==> src/uoc_pkg.sv <==
// Package of register offsets, field positions, reset values and timing for the USB control block.
package uoc_pkg;
  localparam logic [7:0] UOC_OFF_CONTROL = 8'h00;
  localparam logic [7:0] UOC_OFF_ADDRESS = 8'h04;
  localparam logic [7:0] UOC_OFF_FRAME_LOW = 8'h08;
  localparam logic [7:0] UOC_OFF_FRAME_HIGH = 8'h0C;
  localparam int UOC_BIT_IDLE_DIFF = 7;
  localparam int UOC_BIT_SE0 = 6;
  localparam int UOC_BIT_HOLD_BUSY = 5;
  localparam int UOC_BIT_BUS_RESET = 4;
  localparam int UOC_BIT_HOST_EN = 3;
  localparam int UOC_BIT_RESUME = 2;
  localparam int UOC_BIT_PP_CLEAR = 1;
  localparam int UOC_BIT_EN_SOF = 0;
  localparam int UOC_BIT_LOW_SPEED = 7;
  localparam logic [7:0] UOC_CONTROL_RST = 8'h00;
  localparam logic [7:0] UOC_ADDRESS_RST = 8'h00;
  localparam logic [10:0] UOC_FRAME_RST = 11'h000;
  localparam int UOC_CLK_MHZ = 125;
  localparam int UOC_FRAME_US = 1000;
  localparam int UOC_FRAME_CYCLES = UOC_FRAME_US * UOC_CLK_MHZ;
  localparam int UOC_LS_EOP_NS = 1334;
  localparam int UOC_LS_EOP_CYCLES = (UOC_LS_EOP_NS * UOC_CLK_MHZ + 999) / 1000;
  localparam int UOC_HOST_RST_CYCLES = 2;
  typedef enum logic [3:0] {
    UOC_RS_IDLE = 4'h1,
    UOC_RS_DRIVE = 4'h2,
    UOC_RS_EOP = 4'h4,
    UOC_RS_DONE = 4'h8
  } uoc_resume_t;
endpackage

==> src/uoc_frame_timer.sv <==
// Free-running frame interval timer that pulses once per frame period.
`timescale 1ns/1ps
`default_nettype none
module uoc_frame_timer import uoc_pkg::*; #(
  parameter int FRAME_CYCLES = UOC_FRAME_CYCLES
) (
  // Clock and reset
  input wire logic clk,
  input wire logic srst,
  // Control
  input wire logic run,
  // Tick
  output logic tick
);
  logic [23:0] count_r;

  always_ff @(posedge clk) begin
    if (srst || !run) begin
      count_r <= 24'h000000;
      tick <= 1'b0;
    end else if (count_r == 24'(FRAME_CYCLES - 1)) begin
      count_r <= 24'h000000;
      tick <= 1'b1;
    end else begin
      count_r <= count_r + 24'h000001;
      tick <= 1'b0;
    end
  end
endmodule
`default_nettype wire

==> src/uoc_control.sv <==
// Control, address and frame-number registers of the full-speed USB OTG link logic.
//
// Added by the designer: the placing of the registers and the address-and-strobe port.
`timescale 1ns/1ps
`default_nettype none
module uoc_control import uoc_pkg::*; #(
  parameter int FRAME_CYCLES = UOC_FRAME_CYCLES
) (
  // Clock and reset
  input wire logic clk,
  input wire logic srst,
  // Register port
  input wire logic [7:0] reg_addr,
  input wire logic [31:0] reg_wdata,
  input wire logic reg_wr,
  input wire logic reg_rd,
  output logic [31:0] reg_rdata,
  // Line receiver
  input wire logic line_j_state,
  input wire logic line_se0,
  // Protocol engine events
  input wire logic setup_token_rx,
  input wire logic sof_token_rx,
  input wire logic [10:0] sof_frame_number,
  input wire logic token_start,
  input wire logic token_done,
  // Controls to the link
  output logic module_enable,
  output logic host_mode,
  output logic host_logic_reset,
  output logic bus_reset_drive,
  output logic resume_drive,
  output logic resume_ls_eop,
  output logic pingpong_pointer_clear,
  output logic packet_processing_hold,
  output logic sof_send,
  output logic low_speed_next_token,
  output logic [6:0] device_address_field
);
  // Stored register state; bit 5 of control is computed on read, not stored.
  logic [7:0] ctrl_r;
  logic [7:0] addr_r;
  logic [10:0] frame_r;
  logic hold_r;
  logic busy_r;
  logic host_prev_r;
  logic [1:0] host_rst_cnt_r;
  logic [7:0] eop_cnt_r;
  logic frame_tick;
  uoc_resume_t rs_r;

  // Address match, shared by the write decode, the read mux and the checks.
  function automatic logic hit(input logic [7:0] a, input logic [7:0] off);
    hit = (a == off);
  endfunction

  wire host_en = ctrl_r[UOC_BIT_HOST_EN];
  wire ctrl_wr = reg_wr && hit(reg_addr, UOC_OFF_CONTROL);
  wire host_toggle = host_en != host_prev_r;

  // Control bits; bit 5 is not stored here since it is hold or busy.
  always_ff @(posedge clk) begin
    if (srst) begin
      ctrl_r <= UOC_CONTROL_RST;
    end else if (ctrl_wr) begin
      ctrl_r <= {3'h0, reg_wdata[4:0]};
    end
  end

  // Address register: bit 7 picks the speed of the next token, the rest is the address.
  always_ff @(posedge clk) begin
    if (srst) begin
      addr_r <= UOC_ADDRESS_RST;
    end else if (reg_wr && hit(reg_addr, UOC_OFF_ADDRESS)) begin
      addr_r <= reg_wdata[7:0];
    end
  end

  // Hold is set by SETUP in device mode; the set wins over a software clear.
  // Entering host mode drops the hold, since bit 5 then reports token busy instead.
  always_ff @(posedge clk) begin
    if (srst || host_en) begin
      hold_r <= 1'b0;
    end else if (setup_token_rx) begin
      hold_r <= 1'b1;
    end else if (ctrl_wr && !reg_wdata[UOC_BIT_HOLD_BUSY]) begin
      hold_r <= 1'b0;
    end
  end

  // Token busy lives in host logic, so a host-enable toggle clears it.
  always_ff @(posedge clk) begin
    if (srst || !host_en || host_toggle) begin
      busy_r <= 1'b0;
    end else if (token_start) begin
      busy_r <= 1'b1;
    end else if (token_done) begin
      busy_r <= 1'b0;
    end
  end

  // Both frame registers load from one word, so high and low never mix two frames.
  always_ff @(posedge clk) begin
    if (srst) begin
      frame_r <= UOC_FRAME_RST;
    end else if (sof_token_rx) begin
      frame_r <= sof_frame_number;
    end
  end

  // Host reset pulse stretched a little so host logic sees it for sure.
  always_ff @(posedge clk) begin
    if (srst) begin
      host_prev_r <= 1'b0;
      host_rst_cnt_r <= 2'h0;
    end else begin
      host_prev_r <= host_en;
      if (host_toggle) begin
        host_rst_cnt_r <= 2'(UOC_HOST_RST_CYCLES);
      end else if (host_rst_cnt_r != 2'h0) begin
        host_rst_cnt_r <= host_rst_cnt_r - 2'h1;
      end
    end
  end

  // Resume sequencer: host mode ends with a low-speed end-of-packet.
  // In device mode clearing the bit simply stops the signalling; no end-of-packet follows.
  always_ff @(posedge clk) begin
    if (srst) begin
      rs_r <= UOC_RS_IDLE;
      eop_cnt_r <= 8'h00;
    end else begin
      case (rs_r)
        UOC_RS_IDLE: begin
          if (ctrl_r[UOC_BIT_RESUME]) begin
            rs_r <= UOC_RS_DRIVE;
          end
        end
        UOC_RS_DRIVE: begin
          if (!ctrl_r[UOC_BIT_RESUME]) begin
            if (host_en) begin
              rs_r <= UOC_RS_EOP;
              eop_cnt_r <= 8'(UOC_LS_EOP_CYCLES);
            end else begin
              rs_r <= UOC_RS_IDLE;
            end
          end
        end
        UOC_RS_EOP: begin
          if (eop_cnt_r == 8'h01) begin
            rs_r <= UOC_RS_DONE;
          end
          eop_cnt_r <= eop_cnt_r - 8'h01;
        end
        UOC_RS_DONE: begin
          rs_r <= UOC_RS_IDLE;
        end
        default: begin
          rs_r <= UOC_RS_IDLE;
        end
      endcase
    end
  end

  // The frame timer waits out the host reset so the first frame starts from a clean count.
  uoc_frame_timer #(
    .FRAME_CYCLES(FRAME_CYCLES)
  ) u_frame_timer (
    .clk(clk),
    .srst(srst),
    .run(host_en && ctrl_r[UOC_BIT_EN_SOF] && host_rst_cnt_r == 2'h0),
    .tick(frame_tick)
  );

  // All link controls are registered so they come straight from flops.
  // The cost is one cycle of latency between a register write and the pins.
  always_ff @(posedge clk) begin
    if (srst) begin
      module_enable <= 1'b0;
      host_mode <= 1'b0;
      host_logic_reset <= 1'b0;
      bus_reset_drive <= 1'b0;
      resume_drive <= 1'b0;
      resume_ls_eop <= 1'b0;
      pingpong_pointer_clear <= 1'b0;
      packet_processing_hold <= 1'b0;
      sof_send <= 1'b0;
      low_speed_next_token <= 1'b0;
      device_address_field <= 7'h00;
    end else begin
      module_enable <= !host_en && ctrl_r[UOC_BIT_EN_SOF];
      host_mode <= host_en;
      host_logic_reset <= host_toggle || host_rst_cnt_r != 2'h0;
      bus_reset_drive <= host_en && ctrl_r[UOC_BIT_BUS_RESET];
      resume_drive <= ctrl_r[UOC_BIT_RESUME];
      resume_ls_eop <= rs_r == UOC_RS_EOP;
      pingpong_pointer_clear <= ctrl_r[UOC_BIT_PP_CLEAR];
      packet_processing_hold <= hold_r;
      sof_send <= frame_tick;
      low_speed_next_token <= addr_r[UOC_BIT_LOW_SPEED];
      device_address_field <= addr_r[6:0];
    end
  end

  // Read data stand only in the cycle after the strobe; unmapped reads zero.
  // Reads have no side effects, so software may poll bit 5 as often as it likes.
  always_ff @(posedge clk) begin
    if (srst || !reg_rd) begin
      reg_rdata <= 32'h00000000;
    end else if (hit(reg_addr, UOC_OFF_CONTROL)) begin
      reg_rdata <= {24'h000000, line_j_state, line_se0,
                    host_en ? busy_r : hold_r, ctrl_r[4:0]};
    end else if (hit(reg_addr, UOC_OFF_ADDRESS)) begin
      reg_rdata <= {24'h000000, addr_r};
    end else if (hit(reg_addr, UOC_OFF_FRAME_LOW)) begin
      reg_rdata <= {24'h000000, frame_r[7:0]};
    end else if (hit(reg_addr, UOC_OFF_FRAME_HIGH)) begin
      reg_rdata <= {29'h00000000, frame_r[10:8]};
    end else begin
      reg_rdata <= 32'h00000000;
    end
  end

  chk_hold_setup: assert property (@(posedge clk) disable iff (srst)
    (!host_en && setup_token_rx && !host_prev_r) |=> ##1 packet_processing_hold)
    else $error("hold not set after setup token");
  chk_busy_token: assert property (@(posedge clk) disable iff (srst)
    (host_en && !host_toggle && token_start) |=> busy_r)
    else $error("token busy not set");
  chk_bus_reset: assert property (@(posedge clk) disable iff (srst)
    bus_reset_drive |-> $past(host_en && ctrl_r[UOC_BIT_BUS_RESET]))
    else $error("bus reset driven without cause");
  chk_host_reset: assert property (@(posedge clk) disable iff (srst)
    host_toggle |=> host_logic_reset [*3])
    else $error("host logic not reset on toggle");
  chk_resume_eop: assert property (@(posedge clk) disable iff (srst)
    (rs_r == UOC_RS_DRIVE && !ctrl_r[UOC_BIT_RESUME] && host_en) |=> ##1 resume_ls_eop)
    else $error("no low-speed eop after resume");
  chk_frame_load: assert property (@(posedge clk) disable iff (srst)
    sof_token_rx |=> frame_r == $past(sof_frame_number))
    else $error("frame number not captured");
  chk_read_high: assert property (@(posedge clk) disable iff (srst)
    (reg_rd && hit(reg_addr, UOC_OFF_FRAME_HIGH)) |=> reg_rdata[31:3] == 29'h00000000)
    else $error("frame high upper bits not zero");
  chk_addr_ctrl: assert property (@(posedge clk) disable iff (srst)
    (reg_rd && hit(reg_addr, UOC_OFF_CONTROL)) |=> reg_rdata[31:8] == 24'h000000)
    else $error("control upper bits not zero");
  chk_sof_mode: assert property (@(posedge clk) disable iff (srst)
    sof_send |-> $past(host_en, 2))
    else $error("frame start outside host mode");

  // Line flags and read-back framing.
  chk_line_idle: assert property (@(posedge clk) disable iff (srst)
    (reg_rd && hit(reg_addr, UOC_OFF_CONTROL)) |=> reg_rdata[UOC_BIT_IDLE_DIFF] == $past(line_j_state))
    else $error("idle line flag does not follow the receiver");
  chk_line_se0: assert property (@(posedge clk) disable iff (srst)
    (reg_rd && hit(reg_addr, UOC_OFF_CONTROL)) |=> reg_rdata[UOC_BIT_SE0] == $past(line_se0))
    else $error("single-ended zero flag does not follow the lines");
  chk_read_idle: assert property (@(posedge clk) disable iff (srst)
    !reg_rd |=> reg_rdata == 32'h00000000)
    else $error("read data not zero outside a read");
  chk_ctrl_upper: assert property (@(posedge clk) disable iff (srst)
    ctrl_r[7:5] == 3'h0)
    else $error("unimplemented control bits stored");
  chk_high_bits: assert property (@(posedge clk) disable iff (srst)
    (reg_rd && hit(reg_addr, UOC_OFF_FRAME_HIGH)) |=> reg_rdata[2:0] == $past(frame_r[10:8]))
    else $error("frame high bits wrong");

  // Address register.
  chk_addr_load: assert property (@(posedge clk) disable iff (srst)
    (reg_wr && hit(reg_addr, UOC_OFF_ADDRESS)) |=>
      ##1 device_address_field == $past(reg_wdata[6:0], 2))
    else $error("device address not loaded");
  chk_low_speed: assert property (@(posedge clk) disable iff (srst)
    (reg_wr && hit(reg_addr, UOC_OFF_ADDRESS)) |=>
      ##1 low_speed_next_token == $past(reg_wdata[UOC_BIT_LOW_SPEED], 2))
    else $error("low-speed selector not loaded");

  // Link controls in host and device mode.
  chk_busy_clear: assert property (@(posedge clk) disable iff (srst)
    (host_en && !host_toggle && !token_start && token_done) |=> !busy_r)
    else $error("token busy not cleared");
  chk_host_follow: assert property (@(posedge clk) disable iff (srst)
    host_mode == $past(host_en))
    else $error("host mode does not follow its bit");
  chk_host_release: assert property (@(posedge clk) disable iff (srst)
    (host_rst_cnt_r == 2'h0 && !host_toggle) |=> !host_logic_reset)
    else $error("host logic reset stuck");
  chk_bus_reset_off: assert property (@(posedge clk) disable iff (srst)
    !ctrl_r[UOC_BIT_BUS_RESET] |=> !bus_reset_drive)
    else $error("bus reset not ended");
  chk_resume_follow: assert property (@(posedge clk) disable iff (srst)
    resume_drive == $past(ctrl_r[UOC_BIT_RESUME]))
    else $error("resume drive does not follow its bit");
  chk_eop_hold: assert property (@(posedge clk) disable iff (srst)
    $rose(resume_ls_eop) |-> resume_ls_eop [*8])
    else $error("low-speed eop cut short");
  chk_eop_device: assert property (@(posedge clk) disable iff (srst)
    (rs_r == UOC_RS_DRIVE && !ctrl_r[UOC_BIT_RESUME] && !host_en) |=> rs_r == UOC_RS_IDLE)
    else $error("eop appended in device mode");
  chk_pingpong: assert property (@(posedge clk) disable iff (srst)
    pingpong_pointer_clear == $past(ctrl_r[UOC_BIT_PP_CLEAR]))
    else $error("ping-pong clear does not follow its bit");
  chk_module_on: assert property (@(posedge clk) disable iff (srst)
    (!host_en && ctrl_r[UOC_BIT_EN_SOF]) |=> module_enable)
    else $error("module not enabled");
  chk_module_host: assert property (@(posedge clk) disable iff (srst)
    host_mode |-> !module_enable)
    else $error("module enable active in host mode");
  chk_hold_host: assert property (@(posedge clk) disable iff (srst)
    host_en |=> !hold_r)
    else $error("hold kept in host mode");
  chk_sof_single: assert property (@(posedge clk) disable iff (srst)
    sof_send |=> !sof_send)
    else $error("frame start longer than one cycle");
  chk_sof_off: assert property (@(posedge clk) disable iff (srst)
    (!host_en || !ctrl_r[UOC_BIT_EN_SOF]) |=> !frame_tick)
    else $error("frame timer runs while disabled");

  // Main scenarios worth seeing in a run.
  cov_setup: cover property (@(posedge clk) disable iff (srst) setup_token_rx && !host_en);
  cov_eop: cover property (@(posedge clk) disable iff (srst) resume_ls_eop);
  cov_sof: cover property (@(posedge clk) disable iff (srst) sof_send);
  cov_toggle: cover property (@(posedge clk) disable iff (srst) host_toggle);
  cov_bus_reset: cover property (@(posedge clk) disable iff (srst) bus_reset_drive);
endmodule
`default_nettype wire

==> config.mk <==
export PLATFORM = sky130hd
export DESIGN_NAME = uoc_control
export DESIGN_NICKNAME = d
export VERILOG_FILES = /design/src/uoc_pkg.sv /design/src/uoc_frame_timer.sv /design/src/uoc_control.sv
export SDC_FILE = /design/constraint.sdc
export NUM_CORES = 1
export LEC_CHECK = 0
export BUFFER_PORTS_ARGS = -buffer_cell sky130_fd_sc_hd__buf_2
export CELL_PAD_IN_SITES_DETAIL_PLACEMENT = 1
export CELL_PAD_IN_SITES_GLOBAL_PLACEMENT = 1
export CORE_ASPECT_RATIO = 0.8
export CORE_UTILIZATION = 35
export DETAILED_ROUTE_END_ITERATION = 10
export PLACE_DENSITY_LB_ADDON = 0.3
export SLEW_MARGIN = 10
export SYNTH_ARGS = -nofsm -noshare
export SYNTH_HDL_FRONTEND = slang
export SYNTH_HIERARCHICAL = 1
export SYNTH_SLANG_ARGS = --single-unit
==> constraint.sdc <==
create_clock -name clk -period 1.6 [get_ports clk]
set_input_delay 0.24 -clock clk [delete_from_list [all_inputs] [get_ports clk]]
set_output_delay 0.24 -clock clk [all_outputs]
set_load 0.01 [all_outputs]
# == Word level (Yosys, flattened, before mapping) ==
# Index checks and enable logic that the tools add are counted.
# op_classes
eq_ne,13
add_sub_neg,3
reduce_logical,29
n_mux,20
# op_table
op,n
$mux 8,5
$add 24x1->24 const B,1
$eq 24x17->1 const B,1
$eq 8x4->1 const B,2
$pmux 8 s2,1
$mux 4,3
$pmux 4 s3,1
$reduce_bool 2->1,5
$eq 8x1->1 const B,1
$eq 8x3->1 const B,1
$logic_not 8->1,1
$ne 2x2->1 const B,4
$sub 8x1->8 const B,1
$logic_and 1x1->1,7
$logic_or 1x1->1,6
$mux 1,6
$mux 3,2
$reduce_and 3->1,2
$eq 4x1->1 const B,1
$eq 4x2->1 const B,1
$eq 4x3->1 const B,1
$logic_not 1->1,4
$mux 2,2
$reduce_or 2->1,2
4 further kinds,4
# word_totals
reg_bits,114
out_inout_bits,49
input_bits,61

# == Depth between registers and ports, before layout ==
# depth
ltp_word,5
depth_mapped,6

# == By module ==
# The synthesis kept the hierarchy.
# modules_own_cells
mod,cells_per_inst,area_each_um2,seq_area_each_um2,instances
uoc_control,282,2742.6,1301.2,1
uoc_frame_timer,136,1208.7,500.5,1

# == Least setup slack after synthesis ==
# OpenSTA, ideal clock, no wires.
# synth_timing
path_type,register -> register
from,register eop_cnt_r[3]
to,register rs_r[2]
path_buffers,0
stages_incl_launch_ff,5
t_required_ns,1.488
setup_ns,0.112
period_less_slack_ns,1.700
arrival_time_ns,1.588
setup_slack_ns,-0.100
path_cell_list,dfxtp_1 -> or4_4 -> or4b_4 -> a21oi_2 -> nor2_1
# synth_between
elab_chain_cells,3
# synth_lines
element,line_no,rtl
from (decl),uoc_control.sv:48,logic [7:0] eop_cnt_r;
from (signal assigned),uoc_control.sv:143,eop_cnt_r <= 8'(UOC_LS_EOP_CYCLES);
from (signal assigned),uoc_control.sv:153,eop_cnt_r <= eop_cnt_r - 8'h01;
$eq 8x1->1,uoc_control.sv:150,if (eop_cnt_r == 8'h01) begin
$ne 2x2->1 (no line),-,
$reduce_and 3->1 (no line),-,
to (signal assigned),uoc_control.sv:151,rs_r <= UOC_RS_DONE;
to (signal assigned),uoc_control.sv:156,rs_r <= UOC_RS_IDLE;
to (signal assigned),uoc_control.sv:159,rs_r <= UOC_RS_IDLE;
to (decl),uoc_control.sv:50,uoc_resume_t rs_r;
# No other way between the ends.
# A chain may end at the register's enable or synchronous reset.

# == Worst setup path after layout ==
# layout_timing
from,register eop_cnt_r[6]
to,register rs_r[2]
# Same word-level chain as after synthesis.

==> results.toml <==
[final_layout]
drive_above_1_share_pct = 35.0
syn_to_final_growth_pct = 30.2
n_antenna_cell = 0
final_core_util_pct = 47.1
fillers = 1278
fin_nets = 597

[cts]
cts_sinks = 90
cts_root_buffer = "clkbuf_16"
cts_buffers = 9
htree_num_levels = 3
clk_latency_ns = 0.34
cts_hold_buf = 0
path_clk_slew_ns = 0.06
clockBufferDepth = 2
cts_tree = "yes"

[die]
die_width_microns = 121
chipHeight_microns = 97.0
start_util_pct = 36.1
die_area_sq_mm = 0.0117
rows = 34
fp.coreArea_sq_mm = 0.0109
io_pins = 110

[yosys]
seq_area_frac_synth_pct = 45.6
synth.distinct_cells = 59
avgSynthCellArea_sq_um = 9.45
synthFlopType = "dfxtp_1"
synthCells = 418
syn_area_sq_mm = 0.00395
synth_warnings = 6
synth-edff-count = 0
synth-seq-cells = 90
async_flop_share_pct = 0

[route]
dr.pass1.iters = 4
viasPerCell = 4.92
wirelength_mm = 10.2
wl_per_cell_microns = 15.0
drc = 0
drtIter0Drc = 117
via_count = 3353
ant_nets = 0

[timing]
finalClockSkew_ns = 0.00758
setup_slack_ns = -0.0837
post-route-min-period_ns = 1.68
timing.fmax_mhz = 594
drv_slew = 0
grt_setup_unrepaired = "true"
post-route-period-util_pct = 105
setup_viol = 3
hold_violations = 0
tns_ns = -0.212
fin_hold_ws_ns = 0.121

[grt]
grt_pass1_wl_mm = 16.7
antenna_found_initial = 0
use_met1_pct = 23.2
grt_max_degree = 32
met3_usage_pct = 5.54
grt_pass1_vias = 3431
gr-total-overflow = 0
gr-usage-met2_pct = 29.8
busiest_layer = "met2"
grt_use_total_pct = 18.2

[power_and_ir_drop]
intPower_mw = 3.73
powerDensity_mw_per_mm2 = 925
p_seq_share_pct = 47.6
swShare_pct = 21.5
comb_power_share_pct = 3.9
p_leak_nw = 2.19
clockPowerShare_pct = 48.6
peakVddDrop_v = 0.000718
switching_power_mw = 1.02

[min_path]
min-delay-path-class = "in -> reg"
worstHoldEndpoint = "busy_r$_SDFFE_PP0P_"
hp-start = "token_start"
holdPathStages = 3

[place]
dp_hpwl_mm = 7.49
port-buffer-count = 61
gp_routability_congestion = 0.746

[critical_path]
critPathSlowestCell = "or4_4"
crit_family = "simple AND/OR/NAND/NOR gates"
arrival_ns = 1.90
setup.worst_path.class = "reg -> reg"
start_kind = "register"
required_ns = 1.82
cp_max_fo = 2
timing.rr.start = "eop_cnt_r[6]$_SDFFE_PP0P_"
r2r_end = "rs_r[2]$_SDFFE_PP0P_"
crit_chain = "or4_4 -> or4b_4 -> a21oi_2 -> nor2_1"
r2r_slack_ns = -0.08
end_kind = "register"
path_buf_inv = 0
worstRegToRegCells = 4
max_stage_delay_ns = 0.53

[status]
status = "finished, violations left"
violations = "negative setup slack"

[job]
cap_viol_max_count = 0
[worst register-to-register path, stage by stage (launching register included)]
cell and delay [ns]:
dfxtp_2 0.32, or4_4 0.53, or4b_4 0.51, a21oi_2 0.15
nor2_1 0.05
[cells by family after synthesis]
kind of cell	share of synthesized area, %
buf+inv	7.22
compound gates	9.03
mux	6.33
xor+xnor	4.21
other cells	0.0949
simple gates	26.3
fa+ha+maj	1.27
flops	45.6
[routing by layer]
| metal | wire (microns) | vias up |
|---|---|---|
| met1 | 4720 | 1616 |
| met5 | 0 | - |
| met2 | 4930 | 77 |
| li1 | - | 1649 |
| met3 | 485 | 11 |
| met4 | 110 | 0 |
[synthesized netlist by cell type, drive strengths merged (2+ instances only)]
library cell  count  share of area, %
buf              28               5.1
nor2             66               6.3
ha                4               1.3
mux2i            25               6.3
and4              5               1.2
nor4b             3              0.67
o2111ai           2              0.44
clkbuf            8               1.3
nor3             10               1.4
xnor2            10               2.2
or3               7               1.2
nor4              6               1.3
a211oi            4              0.76
o21ai             8               1.0
and2              2              0.32
a2111oi           5               1.6
o31ai             4              0.76
or4b              2              0.60
or2               3              0.48
nand2            18               1.7
nor2b            17               2.7
inv               8              0.76
nand3            14               2.2
or4               6               1.3
a21oi            24               3.1
and3              5              0.85
o41ai             3              0.67
nand4             7               1.6
dfxtp            90                46
xor2              9               2.0
nor3b             2              0.38
or2b              2              0.44
[metrics by stage]
stage / power, mW / instance area, sq um / cells / setup WS [ns]
after floorplan: 2.47 / 4040 / 441 / -0.0340
after global placement: 2.50 / 4670 / 663 / -0.130
after detailed placement: 2.51 / 4670 / 663 / -0.0783
after CTS: 4.82 / 5020 / 679 / -0.0876
after global routing: 4.93 / 5150 / 681 / -0.122
final: 4.76 / 5150 / 681 / -0.0837
[layout make-up]
cell class	count	area (sq um)	share of cell area (%)
clock buffer	10	239	4.64
clock inverter	6	88.8	1.73
tap	144	180	3.50
timing repair buffer	116	729	14.2
sequential	90	1830	35.6
multi-input combinational	306	2040	39.7
inverter	9	33.8	0.656
[state kept, by name (all words and copies together) (netlist names), 2 cells and up]
| register | count |
|---|---|
| addr_r | 8 |
| ctrl_r | 5 |
| device_address_field | 7 |
| eop_cnt_r | 8 |
| frame_r | 11 |
| host_rst_cnt_r | 2 |
| reg_rdata | 8 |
| rs_r | 4 |
| u_frame_timer/count_r | 24 |
[worst max path at each step]
stage | from | end | slack (ns) | cells past startpoint
2_1_floorplan | eop_cnt_r[4]$_SDFFE_PP0P_ | rs_r[2]$_SDFFE_PP0P_ | -0.03 | 4
3_3_place_gp | reg_addr[5] | reg_rdata[4]$_SDFF_PP0_ | -0.13 | 5
3_5_place_dp | reg_addr[5] | reg_rdata[4]$_SDFF_PP0_ | -0.08 | 5
4_1_cts | eop_cnt_r[6]$_SDFFE_PP0P_ | rs_r[2]$_SDFFE_PP0P_ | -0.09 | 4
5_1_grt | eop_cnt_r[6]$_SDFFE_PP0P_ | rs_r[2]$_SDFFE_PP0P_ | -0.12 | 4
6_report | eop_cnt_r[6]$_SDFFE_PP0P_ | rs_r[2]$_SDFFE_PP0P_ | -0.08 | 4
[power by group through the flow]
stage / clock network [mW] / logic, mW / registers (mW)
6_report: 2.31 / 0.184 / 2.26
5_1_grt: 2.46 / 0.204 / 2.26
4_1_cts: 2.37 / 0.185 / 2.27
3_5_place_dp: 0 / 0.184 / 2.32
3_3_place_gp: 0 / 0.179 / 2.32
2_1_floorplan: 0 / 0.150 / 2.32
[what timing repair did]
action	in CTS	in global routing
setup endpoints to repair	18	31
pin swaps	4	14
resized for setup	10	35
setup buffers	0	2
cloned	0	0
hold endpoints to repair	0	0
[placed cells by master (no fill, tap or decap), drive strengths merged, types with 7 or more instances in the layout]
cell type / Yosys / final
dfxtp: 90 / 90
nand3: 14 / 14
xnor2: 10 / 10
clkbuf: 8 / 10
or3: 7 / 7
nor2b: 17 / 17
nor3: 10 / 10
conb: 1 / 24
xor2: 9 / 9
nand2: 18 / 18
nand4: 7 / 7
nor2: 66 / 66
o21ai: 8 / 8
a21oi: 24 / 24
inv: 8 / 9
buf: 28 / 116
mux2i: 25 / 25
(Power assumes the default switching activity.)
